<file path="config.mk">
export PLATFORM = sky130hd
export DESIGN_NAME = dpdt_top
export DESIGN_NICKNAME = d
export VERILOG_FILES = /design/src/dpdt_pkg.sv /design/src/dpdt_top.sv /design/src/dpdt_sync.sv /design/src/dpdt_presc.sv
export SDC_FILE = /design/constraint.sdc
export NUM_CORES = 1
export LEC_CHECK = 0
export BUFFER_PORTS_ARGS = -buffer_cell sky130_fd_sc_hd__buf_2
export CORE_ASPECT_RATIO = 1.4
export CORE_MARGIN = 2
export CORE_UTILIZATION = 62
export CTS_BUF_LIST = sky130_fd_sc_hd__clkbuf_2
export CTS_CLUSTER_SIZE = 14
export DETAILED_ROUTE_END_ITERATION = 16
export GPL_TIMING_DRIVEN = 0
export PLACE_DENSITY = 0.88
export SLEW_MARGIN = 20
export SYNTH_ARGS = -nofsm -noshare
export SYNTH_HDL_FRONTEND = slang
export SYNTH_SLANG_ARGS = --single-unit
</file>
<file path="constraint.sdc">
create_clock -name CLK -period 3.5 [get_ports CLK]
set_input_delay 0.525 -clock CLK [delete_from_list [all_inputs] [get_ports CLK]]
set_output_delay 0.525 -clock CLK [all_outputs]
set_load 0.05 [all_outputs]
</file>
<file path="src/dpdt_pkg.sv">
// constants shared by the dual prescaled down timer
package dpdt_pkg;
	// register offsets on the data-space port
	localparam logic [7:0] ADDR_T1_PSC = 8'hD2;
	localparam logic [7:0] ADDR_T1_CNT = 8'hD3;
	localparam logic [7:0] ADDR_T1_CTL = 8'hD4;
	localparam logic [7:0] ADDR_T2_PSC = 8'hD5;
	localparam logic [7:0] ADDR_T2_CNT = 8'hD6;
	localparam logic [7:0] ADDR_T2_CTL = 8'hD7;
	localparam logic [7:0] ADDR_IRQ_STAT = 8'hD8;
	localparam logic [7:0] ADDR_IRQ_MASK = 8'hD9;

	// status/control field positions
	localparam int BIT_ZERO = 7;
	localparam int BIT_IRQ_EN = 6;
	localparam int BIT_PIN_DIR = 5;
	localparam int BIT_PIN_DATA = 4;
	localparam int BIT_RUN = 3;
	localparam int TAP_MSB = 2;

	// reset values
	localparam logic [7:0] CNT_RST = 8'hFF;
	localparam logic [6:0] PSC_RST = 7'h7F;
	localparam logic [7:0] CTL_RST = 8'h00;
	localparam logic [1:0] IRQ_RST = 2'h0;

	// internal clock divided by twelve feeds the prescalers
	localparam int DIV_RATIO = 12;
	localparam logic [3:0] DIV_LAST = 4'(DIV_RATIO - 1);
endpackage

</file>
<file path="src/dpdt_top.sv">
// dual prescaled down timer with register port and timer pin
// Function
// counter reaching zero sets the zero flag, bit 7 of control
// software clears the zero flag; hardware never clears it
// timer request is high while enable bit 6 and zero flag are one
// timer 1 control bit 5 makes the pin input (0) or output (1)
// output mode: bit 4 goes to pin on zero flag rise; input: mode
// run bit 3 low holds prescaler at 7Fh, stops prescaler and counter
// run bit high lets the prescaler count down and clock the counter
// tap select bits 2..0 divide by 1 up to 128 in powers of two
// counters readable and writable at 0D3h and 0D6h
// prescaler register holds bits 6..0, bit 7 reads zero
// software writes one to timer 2 bit 5; bit 4 is ignored
// timer 1 input: bit 4 low counts pin rises, high gates clock
// prescalers fed by clock over 12, timer 1 optionally by pin
// reset: counters 0FFh, prescalers 07Fh, control registers zero
// counter write beats decrement to zero; writing 00h sets flag
//
// Local design decision: strobed register access.
`timescale 1ns/1ps
module dpdt_top (
	input wire logic CLK,
	input wire logic RST,
	input wire logic [7:0] ADDR,
	input wire logic [7:0] WDATA,
	input wire logic WR,
	input wire logic RD,
	output logic [7:0] RDATA,
	input wire logic TPIN_I,
	output logic TPIN_O,
	output logic TPIN_OE,
	output logic T1_REQ,
	output logic T2_REQ,
	output logic IRQ
);
	import dpdt_pkg::*;

	////////////////////////////////////////////////////////////////////////
	// declarations

	// divider and timer pin sampling
	logic [3:0] div_q;
	logic [3:0] div_d;
	logic div_tick;
	logic pin_s;
	logic pin_prev_q;
	logic pin_rise;

	// prescaler feeds and taps
	logic [1:0] tick;
	logic [1:0] fire;
	logic [1:0] run;
	logic [1:0] ld_psc;
	logic [6:0] timer1_prescaler [2];

	// counters, control registers and their decoded offsets
	logic [7:0] cnt_q [2];
	logic [7:0] cnt_d [2];
	logic [7:0] ctl_q [2];
	logic [7:0] ctl_d [2];
	logic [7:0] a_psc [2];
	logic [7:0] a_cnt [2];
	logic [7:0] a_ctl [2];
	logic [1:0] zero_set;
	logic [1:0] zero_rise;

	// timer 1 output latch
	logic pin_o_q;
	logic pin_o_d;

	// interrupt status, mask and registered requests
	logic [1:0] ist_q;
	logic [1:0] ist_d;
	logic [1:0] imsk_q;
	logic [1:0] imsk_d;
	logic [1:0] req_q;
	logic [1:0] req_d;
	logic irq_q;
	logic irq_d;

	// read data register
	logic [7:0] rdata_q;
	logic [7:0] rdata_d;

	// offsets per timer, indexed like the timer loops
	assign a_psc[0] = ADDR_T1_PSC;
	assign a_psc[1] = ADDR_T2_PSC;
	assign a_cnt[0] = ADDR_T1_CNT;
	assign a_cnt[1] = ADDR_T2_CNT;
	assign a_ctl[0] = ADDR_T1_CTL;
	assign a_ctl[1] = ADDR_T2_CTL;

	////////////////////////////////////////////////////////////////////////
	// clock over twelve and timer pin input

	// one-cycle enable every twelve clocks
	always_comb begin
		div_tick = (div_q == DIV_LAST);
		div_d = div_tick ? 4'h0 : div_q + 4'h1;
	end

	always_ff @(posedge CLK or posedge RST) begin
		if (RST) begin
			div_q <= 4'h0;
		end else begin
			div_q <= div_d;
		end
	end

	dpdt_sync u_pin_sync (
		.clk(CLK),
		.rst(RST),
		.d(TPIN_I),
		.q(pin_s)
	);

	// edge detector works on the synchronised level only
	always_ff @(posedge CLK or posedge RST) begin
		if (RST) begin
			pin_prev_q <= 1'b0;
		end else begin
			pin_prev_q <= pin_s;
		end
	end

	assign pin_rise = pin_s && !pin_prev_q;

	// prescaler input selection per timer
	always_comb begin
		if (ctl_q[0][BIT_PIN_DIR]) begin
			tick[0] = div_tick;
		end else if (ctl_q[0][BIT_PIN_DATA]) begin
			tick[0] = div_tick && pin_s;
		end else begin
			// a pin rise reaches the tick two clocks late
			tick[0] = pin_rise;
		end
		tick[1] = div_tick;
	end

	////////////////////////////////////////////////////////////////////////
	// prescalers

	always_comb begin
		for (int i = 0; i < 2; i++) begin
			run[i] = ctl_q[i][BIT_RUN];
			// the prescaler drops a load while its run bit is low
			ld_psc[i] = WR && (ADDR == a_psc[i]);
		end
	end

	dpdt_presc u_psc1 (
		.clk(CLK),
		.rst(RST),
		.run(run[0]),
		.tick(tick[0]),
		.ld(ld_psc[0]),
		.ld_val(WDATA[6:0]),
		.tap(ctl_q[0][TAP_MSB:0]),
		.timer1_prescaler(timer1_prescaler[0]),
		.fire(fire[0])
	);

	dpdt_presc u_psc2 (
		.clk(CLK),
		.rst(RST),
		.run(run[1]),
		.tick(tick[1]),
		.ld(ld_psc[1]),
		.ld_val(WDATA[6:0]),
		.tap(ctl_q[1][TAP_MSB:0]),
		.timer1_prescaler(timer1_prescaler[1]),
		.fire(fire[1])
	);

	////////////////////////////////////////////////////////////////////////
	// counters and status/control registers

	// next counter and control values; set of the zero flag beats clear
	always_comb begin
		for (int i = 0; i < 2; i++) begin
			cnt_d[i] = cnt_q[i];
			zero_set[i] = 1'b0;
			if (WR && (ADDR == a_cnt[i])) begin
				cnt_d[i] = WDATA;
				zero_set[i] = (WDATA == 8'h00);
			end else if (run[i] && fire[i]) begin
				// from 00 the count wraps to FF and sets no flag
				cnt_d[i] = cnt_q[i] - 8'h01;
				zero_set[i] = (cnt_q[i] == 8'h01);
			end
			ctl_d[i] = ctl_q[i];
			if (WR && (ADDR == a_ctl[i])) begin
				ctl_d[i] = WDATA;
			end
			ctl_d[i][BIT_ZERO] = ctl_d[i][BIT_ZERO] | zero_set[i];
			zero_rise[i] = !ctl_q[i][BIT_ZERO] && ctl_d[i][BIT_ZERO];
			req_d[i] = ctl_d[i][BIT_IRQ_EN] && ctl_d[i][BIT_ZERO];
		end
	end

	always_ff @(posedge CLK or posedge RST) begin
		if (RST) begin
			for (int i = 0; i < 2; i++) begin
				cnt_q[i] <= CNT_RST;
				ctl_q[i] <= CTL_RST;
			end
			req_q <= 2'h0;
		end else begin
			for (int i = 0; i < 2; i++) begin
				cnt_q[i] <= cnt_d[i];
				ctl_q[i] <= ctl_d[i];
			end
			req_q <= req_d;
		end
	end

	////////////////////////////////////////////////////////////////////////
	// timer 1 output latch

	// data bit is latched to the pin when the zero flag rises
	always_comb begin
		pin_o_d = pin_o_q;
		if (zero_rise[0]) begin
			// latched in either pin mode, driven only in output mode
			pin_o_d = ctl_d[0][BIT_PIN_DATA];
		end
	end

	always_ff @(posedge CLK or posedge RST) begin
		if (RST) begin
			pin_o_q <= 1'b0;
		end else begin
			pin_o_q <= pin_o_d;
		end
	end

	////////////////////////////////////////////////////////////////////////
	// interrupt status and mask

	// sticky events, write one to clear, new event wins over clear
	always_comb begin
		ist_d = ist_q;
		imsk_d = imsk_q;
		if (WR && (ADDR == ADDR_IRQ_STAT)) begin
			ist_d = ist_q & ~WDATA[1:0];
		end
		if (WR && (ADDR == ADDR_IRQ_MASK)) begin
			imsk_d = WDATA[1:0];
		end
		// applied after the clear so a new event survives it
		ist_d = ist_d | zero_rise;
		irq_d = |(ist_d & imsk_d);
	end

	always_ff @(posedge CLK or posedge RST) begin
		if (RST) begin
			ist_q <= IRQ_RST;
			imsk_q <= IRQ_RST;
			irq_q <= 1'b0;
		end else begin
			ist_q <= ist_d;
			imsk_q <= imsk_d;
			irq_q <= irq_d;
		end
	end

	////////////////////////////////////////////////////////////////////////
	// read port

	// read data stand in the cycle after the read strobe only
	always_comb begin
		rdata_d = 8'h00;
		if (RD) begin
			// reads clear nothing, so a stray read is harmless
			unique case (ADDR)
				ADDR_T1_PSC: rdata_d = {1'b0, timer1_prescaler[0]};
				ADDR_T1_CNT: rdata_d = cnt_q[0];
				ADDR_T1_CTL: rdata_d = ctl_q[0];
				ADDR_T2_PSC: rdata_d = {1'b0, timer1_prescaler[1]};
				ADDR_T2_CNT: rdata_d = cnt_q[1];
				ADDR_T2_CTL: rdata_d = ctl_q[1];
				ADDR_IRQ_STAT: rdata_d = {6'h00, ist_q};
				ADDR_IRQ_MASK: rdata_d = {6'h00, imsk_q};
				default: rdata_d = 8'h00;
			endcase
		end
	end

	always_ff @(posedge CLK or posedge RST) begin
		if (RST) begin
			rdata_q <= 8'h00;
		end else begin
			rdata_q <= rdata_d;
		end
	end

	////////////////////////////////////////////////////////////////////////
	// outputs

	// every output is a register bit with no logic behind it
	assign RDATA = rdata_q;
	assign TPIN_O = pin_o_q;
	assign TPIN_OE = ctl_q[0][BIT_PIN_DIR];
	assign T1_REQ = req_q[0];
	assign T2_REQ = req_q[1];
	assign IRQ = irq_q;
endmodule

</file>
<file path="src/dpdt_sync.sv">
// two-flop synchroniser for an outside level
`timescale 1ns/1ps
module dpdt_sync (
	input wire logic clk,
	input wire logic rst,
	input wire logic d,
	output logic q
);
	logic meta_q;

	// first flop feeds only the second
	always_ff @(posedge clk or posedge rst) begin
		if (rst) begin
			meta_q <= 1'b0;
			q <= 1'b0;
		end else begin
			meta_q <= d;
			q <= meta_q;
		end
	end
endmodule

</file>
<file path="src/dpdt_presc.sv">
// seven-bit down prescaler with selectable tap
`timescale 1ns/1ps
module dpdt_presc (
	input wire logic clk,
	input wire logic rst,
	input wire logic run,
	input wire logic tick,
	input wire logic ld,
	input wire logic [6:0] ld_val,
	input wire logic [2:0] tap,
	output logic [6:0] timer1_prescaler,
	output logic fire
);
	import dpdt_pkg::*;

	logic [6:0] psc_q;
	logic [6:0] psc_d;
	logic [6:0] dec;
	logic [2:0] tap_m1;

	// next prescaler value and counter clock from the chosen tap
	always_comb begin
		dec = psc_q - 7'h01;
		tap_m1 = tap - 3'h1;
		psc_d = psc_q;
		fire = 1'b0;
		if (!run) begin
			psc_d = PSC_RST;
		end else if (ld) begin
			psc_d = ld_val;
		end else if (tick) begin
			psc_d = dec;
			if (tap == 3'h0) begin
				fire = 1'b1;
			end else begin
				fire = !psc_q[tap_m1] && dec[tap_m1];
			end
		end
	end

	// prescaler state
	always_ff @(posedge clk or posedge rst) begin
		if (rst) begin
			psc_q <= PSC_RST;
		end else begin
			psc_q <= psc_d;
		end
	end

	assign timer1_prescaler = psc_q;
endmodule

</file>
# After elaboration in Yosys (flattened, before gate mapping)
# Index checks and enable logic that the tools add are counted.
[word_totals]
register_bits = 69
inputBits = 21
out_inout_bits = 13
wordCells = 114
[classes]
addsub = 7
order_cmp = 2
n_eq_ne = 13
n_mux = 39
bitwise_logic = 6
reduce_logical = 29
[ops]
columns = ["cell", "count"]
rows = [
  ["== test 8 bit, second input constant", 8],
  ["one-hot mux 8 bit (8 select lines)", 1],
  ["2-to-1 mux 8 bit", 7],
  ["2-to-1 mux 7 bit", 6],
  ["logical AND 1 bit", 18],
  ["2-to-1 mux 1 bit", 18],
  ["== test 8 x 1 -> 1 bit, second input constant", 2],
  ["subtractor 8 x 1 -> 8 bit, second input constant", 2],
  ["subtractor 7 x 1 -> 7 bit, second input constant", 2],
  ["binary-select mux 1 bit (select 3 bit)", 4],
  ["logical NOT 8 bit", 1],
  ["< comparator 3 x 4 -> 1 bit, second input constant", 2],
  ["logical NOT 3 bit", 2],
  ["subtractor 3 x 1 -> 3 bit, second input constant", 2],
  ["logical NOT 1 bit", 5],
  ["adder 4 x 1 -> 4 bit, second input constant", 1],
  ["AND 2 bit", 2],
  ["== test 4 bit, second input constant", 1],
  ["2-to-1 mux 2 bit", 2],
  ["2-to-1 mux 4 bit", 1],
  ["nonzero test 2 bit", 2],
  ["!= test 3 x 1 -> 1 bit, second input constant", 1],
  ["!= test 3 x 2 -> 1 bit, second input constant", 1],
  ["inverter 2 bit", 1],
  ["3 further kinds", 4],
]

# Logic depth before layout (Yosys ltp)
# Gate-level depths: netlist of run 1.
[logic_depth]
word_depth = 17
ltp_mapped = 11
depth_no_buf = 8

# Cells and area by module
# A second synthesis of run 1 with hierarchy kept.
[hier_totals]
cells_unflattened = 445
hier_area_um2 = 4299.1
[modules_own_cells]
columns = ["mod", "n_inst", "cells_each", "area_per_inst_um2", "seq_area_each_um2"]
rows = [
  ["dpdt_top", 1, 290, 2901.5, 1346.3],
  ["dpdt_presc", 2, 76, 671.9, 183.9],
  ["dpdt_sync", 1, 3, 53.8, 50.0],
]

# Worst setup path after synthesis of run 1
# No wires, ideal clock.
[synth_path]
path_kind = "reg-to-reg"
from = "register ctl_q[0] in the netlist's numbering"
to = "register ctl_q[7] in the netlist's numbering"
setup_ns = 0.124
t_arrival_ns = 2.750
required_time_ns = 3.376
path_slack_ns = 0.625
stages_incl_launch_ff = 12
path_buffers = 3
synth_period_minus_slack_ns = 2.875
cell_sequence = "dfrtp_1 > clkbuf_1 > inv_1 > ha_1 > clkbuf_1 > nor3b_1 > or4_1 > a31oi_1 > o211a_1 > clkbuf_1 > nor3b_1 > or2_1"
[synth_lines]
columns = ["item", "line_no", "rtl"]
rows = [
  ["start: declaration", "dpdt_top.sv:59", "logic [7:0] ctl_q [2];"],
  ["start signal: indexed assignment", "dpdt_top.sv:212", "ctl_q[i] <= ctl_d[i];"],
]

==> results of run 1 <==
power breakdown:
group | total, uW | internal (uW) | switching, uW | leakage [uW]
Sequential | 910 | 862 | 48.3 | 0.000840
Combinational | 259 | 98.7 | 161 | 0.00108
Clock | 542 | 233 | 309 | 0.0000774
metrics by stage:
step	power, uW	std cells	hold slack, ns
final	1710	574	0.0376
after floorplan	1080	452	0.331
after detailed placement	1180	558	0.347
after global placement	1160	557	0.335
after global routing	1770	574	0.0418
after CTS	1710	575	0.0455
timing repair:
action / 4_1_cts / 5_1_grt
hold buffers: 1 / 0
hold endpoints to repair: 11 / 0
setup endpoints to repair: 0 / 10
resized for setup: 0 / 1
state kept, by name, indices dropped and copies added (netlist names), 2 cells and up:
name and count:
u_psc1.timer1_prescaler 7, ist_q 2, div_q 4, ctl_q 15, cnt_q 16, imsk_q 2
u_psc2.timer1_prescaler 7, req_q 2, RDATA 8
worst max-delay path, delay by kind of cell (launching register included):
kind	cells	cell delay [ns]
AO/OA/AOI/OAI	2	0.68
adder cells (fa/ha/maj)	1	0.31
AND/OR/NAND/NOR	4	1.10
flip-flops	1	0.37
buffers and inverters	3	0.65
area by class of cell:
type | count | share of cell area (%)
multi-input cells | 334 | 48.9
flip-flops and latches | 69 | 38.0
repair buffers | 33 | 4.15
inverters | 27 | 2.24
well taps | 74 | 2.00
clock inverters | 7 | 1.91
plain buffers | 21 | 1.83
clock buffers | 9 | 0.971
cells in the final DEF, fill, tap and decap left out, drive strengths merged, types with 10 or more instances in the layout:
cell type and n:
nand2 53, dfrtp 39, buf 35, nor2 30, dfstp 30, inv 28, clkbuf 26, o21ai 22
mux2 18, or4 17, nand3 16, o211ai 14, xnor2 13, a31oi 13, nor2b 11, ha 11
nor3 10
layer usage:
| metal | vias up | part of all wire, % | GRT usage, % |
|---|---|---|---|
| li1 | 1747 | - | - |
| met1 | 1842 | 40 | 39.1 |
| met2 | 159 | 48 | 49.2 |
| met3 | 49 | 6.5 | 5.27 |
| met4 | 0 | 5.1 | 18.9 |
| met5 | - | 0 | 0 |
final timing paths:
path | depth (start not counted) | startpoint | to
setup / recovery | 10 | ctl_q[0] | ctl_q[7]
hold / removal | 1 | TPIN_I | u_pin_sync.meta_q
setup reg to reg | 10 | ctl_q[0] | ctl_q[7]
hold reg to reg | 0 | u_pin_sync.meta_q | u_pin_sync.q
max in group asynchronous | 4 | RST | cnt_q[7]
min in group asynchronous | 3 | RST | u_pin_sync.meta_q
cell families after synthesis:
kind of cell | after synthesis | synth area share (%)
flops | 69 | 41.8
fa+ha+maj | 11 | 3.26
xor+xnor | 16 | 3.32
mux | 26 | 6.70
simple gates | 180 | 22.9
buf+inv | 49 | 4.50
compound gates | 101 | 17.5
==> reports/summary.json, run 1 <==
{
  "global_route.overflow_total": 0,
  "maxSlewViolCount": 0,
  "critical_path.max_stage_delay_ns": 0.56,
  "track_usage_pct": 31.0,
  "global_route_wire_length_before_repair_um": 17400,
  "initialDrtViolationCount": 410,
  "leakage_uw": 0.00199,
  "max_cap_violations": 0,
  "power_density_nw_per_um2": 369,
  "finalSetupViolCount": 0,
  "dpl.hpwl_um": 8000,
  "multiInputGateArea_um2": 2270,
  "synth_area_um2": 4220,
  "num_rows": 35,
  "globalplace.congestion": 0.976,
  "yosysUniqueCellTypes": 67,
  "status": "completed",
  "final_nets": 527,
  "floorplan.initialDensity_pct": 64.3,
  "setup-tns-final_ns": 0,
  "min_period_ns": 3.22,
  "clock_sink_count": 69,
  "cts_made_buffers": 9,
  "worst_ep_arrival_time_ns": 3.69,
  "via_count": 3797,
  "coreArea_um2": 6570,
  "clock_tree.root_cell": "clkbuf_2",
  "post-place-ws_ns": 0.127,
  "largest_area_contributor_in_the_netlist": "dfrtp_1",
  "synth_most_common_cell": "nand2_1",
  "maxSlewHeadroom_pct": 45.8,
  "timing.reg2reg.setup_slack_ns": 0.28,
  "layout_worst_path_cycle_share_pct": 92.0,
  "worst_path_slowest_cell": "or4_1",
  "fin_worst_skew_ns": 0.0247,
  "hold_violations": 0,
  "yosysWarnings": 0,
  "ys_top_cells_by_count": "nand2_1 (53), dfrtp_1 (39), dfstp_2 (30), nor2_1 (30), inv_1 (27)",
  "cts_buffer_depth": 2,
  "htree_levels": 3,
  "die_h_um": 102,
  "layout.cell_area.non_filler_um2": 4640,
  "drtPass1Iterations": 8,
  "placedInstanceArea_um2": 4500,
  "drive_gt1_share_pct": 21.4,
  "worst_pin_slew_ns": 0.804,
  "synthesis.instances": 452,
  "sequential_cell_area_um2": 1760,
  "avgSynthCellArea_um2": 9.34,
  "path_class": "reg2reg",
  "postRouteWirelength_um": 10900,
  "utilization_pct": 70.6,
  "crit_path_cell_trace": "clkbuf_1 -> inv_1 -> ha_1 -> clkbuf_1 -> nor3b_1 -> or4_1 -> a31oi_1 -> o211a_2 -> nor3b_1 -> or2_1",
  "worstHoldPathType": "in2reg",
  "drt-vias-per-instance": 6.61,
  "synthToLayoutAreaGrowth_pct": 9.90,
  "area_of_the_die_um2": 7490,
  "placement.io_buffers": 31,
  "worst-path-max-fanout": 17,
  "final.fill_count": 509,
  "grt_pass1_vias": 3563,
  "num_antenna_cells": 0,
  "die_width_um": 73.7,
  "setup.worst_path.start_class": "flip-flop",
  "timing.fmax_mhz": 310,
  "post_cts.repair.setup_buffers": 0,
  "capturing_element_type_of_the_critical_path": "flip-flop",
  "remaining_antenna_violation_count_after_routing": 0,
  "drc_violations_left": 0,
  "ys_ff_latch": 69,
  "synthDominantCellAreaShare_pct": 23.1,
  "setup_slack_ns": 0.279,
  "worst_path_clk_slew_ns": 0.21,
  "synth.area.top_cells": "dfrtp_1 (23%), dfstp_2 (19%), mux2_2 (4.8%), nand2_1 (4.7%), ha_1 (3.3%)",
  "post_synthesis_sequential_area_ratio_pct": 41.8,
  "cts_tree": "yes",
  "postSynth.asyncResetShare_pct": 100,
  "worstSkewPairLatency_ns": 0.57,
  "max-vdd-ir-drop_mv": 0.326,
  "number_of_antenna_violations_at_the_first_check_in_global_routing": 0,
  "synthFlopType": "dfrtp_1",
  "syn_nets": 484,
  "critPathRequiredTime_ns": 3.97,
  "io-pin-count": 34,
  "grt_start_max_net_pins": 52,
  "rsz_0062_raised_after_global_routing": "false",
  "post_drt_wl_per_cell_um": 18.9,
  "synth_edf_count": 0
}
Note: power is estimated with default switching activity, not from simulation.
==> run 2, diff against run 1 <==
--- a/config.mk
+++ b/config.mk
@@ -6,9 +6,11 @@
 export NUM_CORES = 1
 export LEC_CHECK = 0
 export BUFFER_PORTS_ARGS = -buffer_cell sky130_fd_sc_hd__buf_2
+export CELL_PAD_IN_SITES_DETAIL_PLACEMENT = 0
+export CELL_PAD_IN_SITES_GLOBAL_PLACEMENT = 1
 export CORE_ASPECT_RATIO = 1.4
 export CORE_MARGIN = 2
-export CORE_UTILIZATION = 62
+export CORE_UTILIZATION = 48
 export CTS_BUF_LIST = sky130_fd_sc_hd__clkbuf_2
 export CTS_CLUSTER_SIZE = 14
 export DETAILED_ROUTE_END_ITERATION = 16
==> run 2 against run 1 <==
Against the previous run:
- sequential power about the same
- cell count grew 5.4%
- fmax rose by 1.4%
- register-to-register slack better by 0.04 ns
- flip-flop and latch count did not move
- sequential share of layout area grew 0.20 points
- non-clock buffer count unchanged
- critical path depth unchanged
- combinational power about the same
- critical endpoint unchanged
- largest cell class unchanged
==> reports/summary.json, run 2 (synthesis gave the netlist of run 1 again) <==
{
  "cts_buffer_depth": {"value": 2, "change": "unchanged"},
  "track_usage": {"value": 24.9, "unit": "%", "change": "was 31.0%"},
  "setup.worst_path.start_class": {"value": "flip-flop", "change": "unchanged"},
  "number_of_antenna_violations_at_the_first_check_in_global_routing": {"value": 0, "change": "unchanged"},
  "cts_made_buffers": {"value": 9, "change": "unchanged"},
  "most-common-layout-cells": {"value": "nand2_1 (53), dfrtp_1 (39), buf_2 (32), nor2_1 (30), dfstp_2 (30)", "change": "unchanged"},
  "leakage": {"value": 0.00199, "unit": "uW", "change": "about the same"},
  "drc_violations_left": {"value": 0, "change": "unchanged"},
  "grt_start_max_net_pins": {"value": 44, "change": "was 52"},
  "grt_pass1_vias": {"value": 3599, "change": "was 3563"},
  "htree_levels": {"value": 3, "change": "unchanged"},
  "initialDrtViolationCount": {"value": 226, "change": "was 410"},
  "clock_tree.root_cell": {"value": "clkbuf_2", "change": "unchanged"},
  "max-vdd-ir-drop": {"value": 0.170, "unit": "mV", "change": "was 0.326 mV"},
  "synthToLayoutAreaGrowth": {"value": 9.34, "unit": "%", "change": "was 9.90%"},
  "global_route.overflow_total": {"value": 0, "change": "unchanged"},
  "worst-path-max-fanout": {"value": 10, "change": "was 17"},
  "maxSlewHeadroom": {"value": 50.4, "unit": "%", "change": "was 45.8%"},
  "layout_worst_path_cycle_share": {"value": 90.8, "unit": "%", "change": "was 92.0%"},
  "critPathRequiredTime": {"value": 3.95, "unit": "ns", "change": "was 3.97 ns"},
  "worst_path_clk_slew": {"value": 0.19, "unit": "ns", "change": "was 0.21 ns"},
  "utilization": {"value": 53.9, "unit": "%", "change": "was 70.6%"},
  "worst_pin_slew": {"value": 0.738, "unit": "ns", "change": "was 0.804 ns"},
  "drive_gt1_share": {"value": 21.4, "unit": "%", "change": "unchanged"},
  "placement.io_buffers": {"value": 31, "change": "unchanged"},
  "cts_tree": {"value": "yes", "change": "unchanged"},
  "hold_violations": {"value": 0, "change": "unchanged"},
  "drt-vias-per-instance": {"value": 6.12, "change": "was 6.61"},
  "global_route_wire_length_before_repair": {"value": 18600, "unit": "um", "change": "was 17400 um"},
  "final_nets": {"value": 527, "change": "unchanged"},
  "globalplace.congestion": {"value": 0.935, "change": "was 0.976"},
  "max_ffs_per_register": {"value": 16, "change": "unchanged"},
  "post-place-ws": {"value": 0.132, "unit": "ns", "change": "was 0.127 ns"},
  "num_antenna_cells": {"value": 0, "change": "unchanged"},
  "worstSkewPairLatency": {"value": 0.56, "unit": "ns", "change": "was 0.57 ns"},
  "rsz_0062_raised_after_global_routing": {"value": "false", "change": "unchanged"},
  "area_of_the_die": {"value": 9570, "unit": "um2", "change": "was 7490 um2"},
  "floorplan.initialDensity": {"value": 49.3, "unit": "%", "change": "was 64.3%"},
  "path_class": {"value": "reg2reg", "change": "unchanged"},
  "dpl.hpwl": {"value": 8530, "unit": "um", "change": "was 8000 um"},
  "worstHoldPathType": {"value": "in2reg", "change": "unchanged"},
  "num_rows": {"value": 40, "change": "was 35"},
  "coreArea": {"value": 8560, "unit": "um2", "change": "was 6570 um2"},
  "die_width": {"value": 83.3, "unit": "um", "change": "was 73.7 um"},
  "clock_sink_count": {"value": 69, "change": "unchanged"},
  "remaining_antenna_violation_count_after_routing": {"value": 0, "change": "unchanged"},
  "drtPass1Iterations": {"value": 5, "change": "was 8"},
  "die_h": {"value": 115, "unit": "um", "change": "was 102 um"},
  "setup_slack": {"value": 0.324, "unit": "ns", "change": "was 0.279 ns"},
  "min_period": {"value": 3.18, "unit": "ns", "change": "was 3.22 ns"},
  "finalSetupViolCount": {"value": 0, "change": "unchanged"},
  "io-pin-count": {"value": 34, "change": "unchanged"},
  "maxSlewViolCount": {"value": 0, "change": "unchanged"},
  "via_count": {"value": 3703, "change": "was 3797"},
  "timing.reg2reg.setup_slack": {"value": 0.32, "unit": "ns", "change": "was 0.28 ns"},
  "postRouteWirelength": {"value": 11500, "unit": "um", "change": "was 10900 um"},
  "status": {"value": "completed", "change": "unchanged"},
  "largest-register": {"value": "cnt_q", "change": "unchanged"},
  "power_density": {"value": 339, "unit": "nW/um2", "change": "was 369 nW/um2"},
  "post_drt_wl_per_cell": {"value": 19.0, "unit": "um", "change": "was 18.9 um"},
  "capturing_element_type_of_the_critical_path": {"value": "flip-flop", "change": "unchanged"},
  "worst_ep_arrival_time": {"value": 3.63, "unit": "ns", "change": "was 3.69 ns"},
  "post_cts.repair.setup_buffers": {"value": 0, "change": "unchanged"},
  "max_cap_violations": {"value": 0, "change": "unchanged"},
  "timing.fmax": {"value": 315, "unit": "MHz", "change": "was 310 MHz"},
  "fin_worst_skew": {"value": 0.0240, "unit": "ns", "change": "was 0.0247 ns"},
  "setup-tns-final": {"value": 0, "unit": "ns", "change": "unchanged"},
  "final_common_cell": {"value": "nand2_1", "change": "unchanged"}
}
[run 2: changes by cell type in the layout (fill, tap and decap cells not counted)]
cell	before	now
buf_12	0	1
o211a_2	1	0
clkinvlp_4	1	0
bufinv_16	2	0
buf_16	1	0
clkbuf_2	9	14
inv_6	1	0
o211a_1	2	3
clkbuf_1	17	16
[run 2: timing repair]
item / CTS / global route
endpoints found under the setup margin: 0 / 10
hold endpoints to repair: 18 / 0
resized for setup: 0 / 2
hold buffers: 1 / 0
[run 2: routing by layer]
layer | share of wire (%) | GRT usage (%) | vias up
li1 | - | - | 1746
met1 | 40 | 29.9 | 1814
met2 | 51 | 43.7 | 110
met3 | 4.9 | 3.59 | 33
met4 | 4.1 | 12.8 | 0
met5 | 0 | 0 | -
[run 2: layout make-up]
type,count,area (um2)
clock buffer,13,65.1
clock inverter,3,12.5
multi-input combinational,334,2270
sequential,69,1760
timing repair buffer,33,185
buffer,21,86.3
fill,799,3940
tap,105,131
inverter,27,104
[run 2: through the flow]
step / power, uW / hold slack, ns / cell area [um2] / instances
finish: 1560 / 0.0606 / 4620 / 605
global placement: 1160 / 0.336 / 4510 / 588
CTS: 1560 / 0.0484 / 4620 / 606
global route: 1630 / 0.0492 / 4620 / 605
detailed placement: 1170 / 0.348 / 4530 / 589
floorplan: 1080 / 0.331 / 4220 / 452
[run 2: final timing paths]
kind,start,endpoint,cells past startpoint
worst min register to register,u_pin_sync.meta_q,u_pin_sync.q,0
worst min-delay path,TPIN_I,u_pin_sync.meta_q,1
worst max register to register,ctl_q[0],ctl_q[7],10
worst max-delay path,ctl_q[0],ctl_q[7],10
min in group asynchronous,RST,RDATA[3],3
max in group asynchronous,RST,cnt_q[1],4
[run 2: power breakdown]
part | internal [uW] | switching [uW]
clock network | 100 | 296
registers | 861 | 45.3
logic | 97.7 | 162
[run 2: critical path, cell delays in order (launching register included)]
cell and delay (ns):
dfrtp_1 0.53, inv_1 0.13, ha_1 0.30, clkbuf_1 0.19
nor3b_1 0.18, or4_1 0.55, a31oi_1 0.27, o211a_1 0.32
clkbuf_2 0.27, nor3b_1 0.09, or2_1 0.24
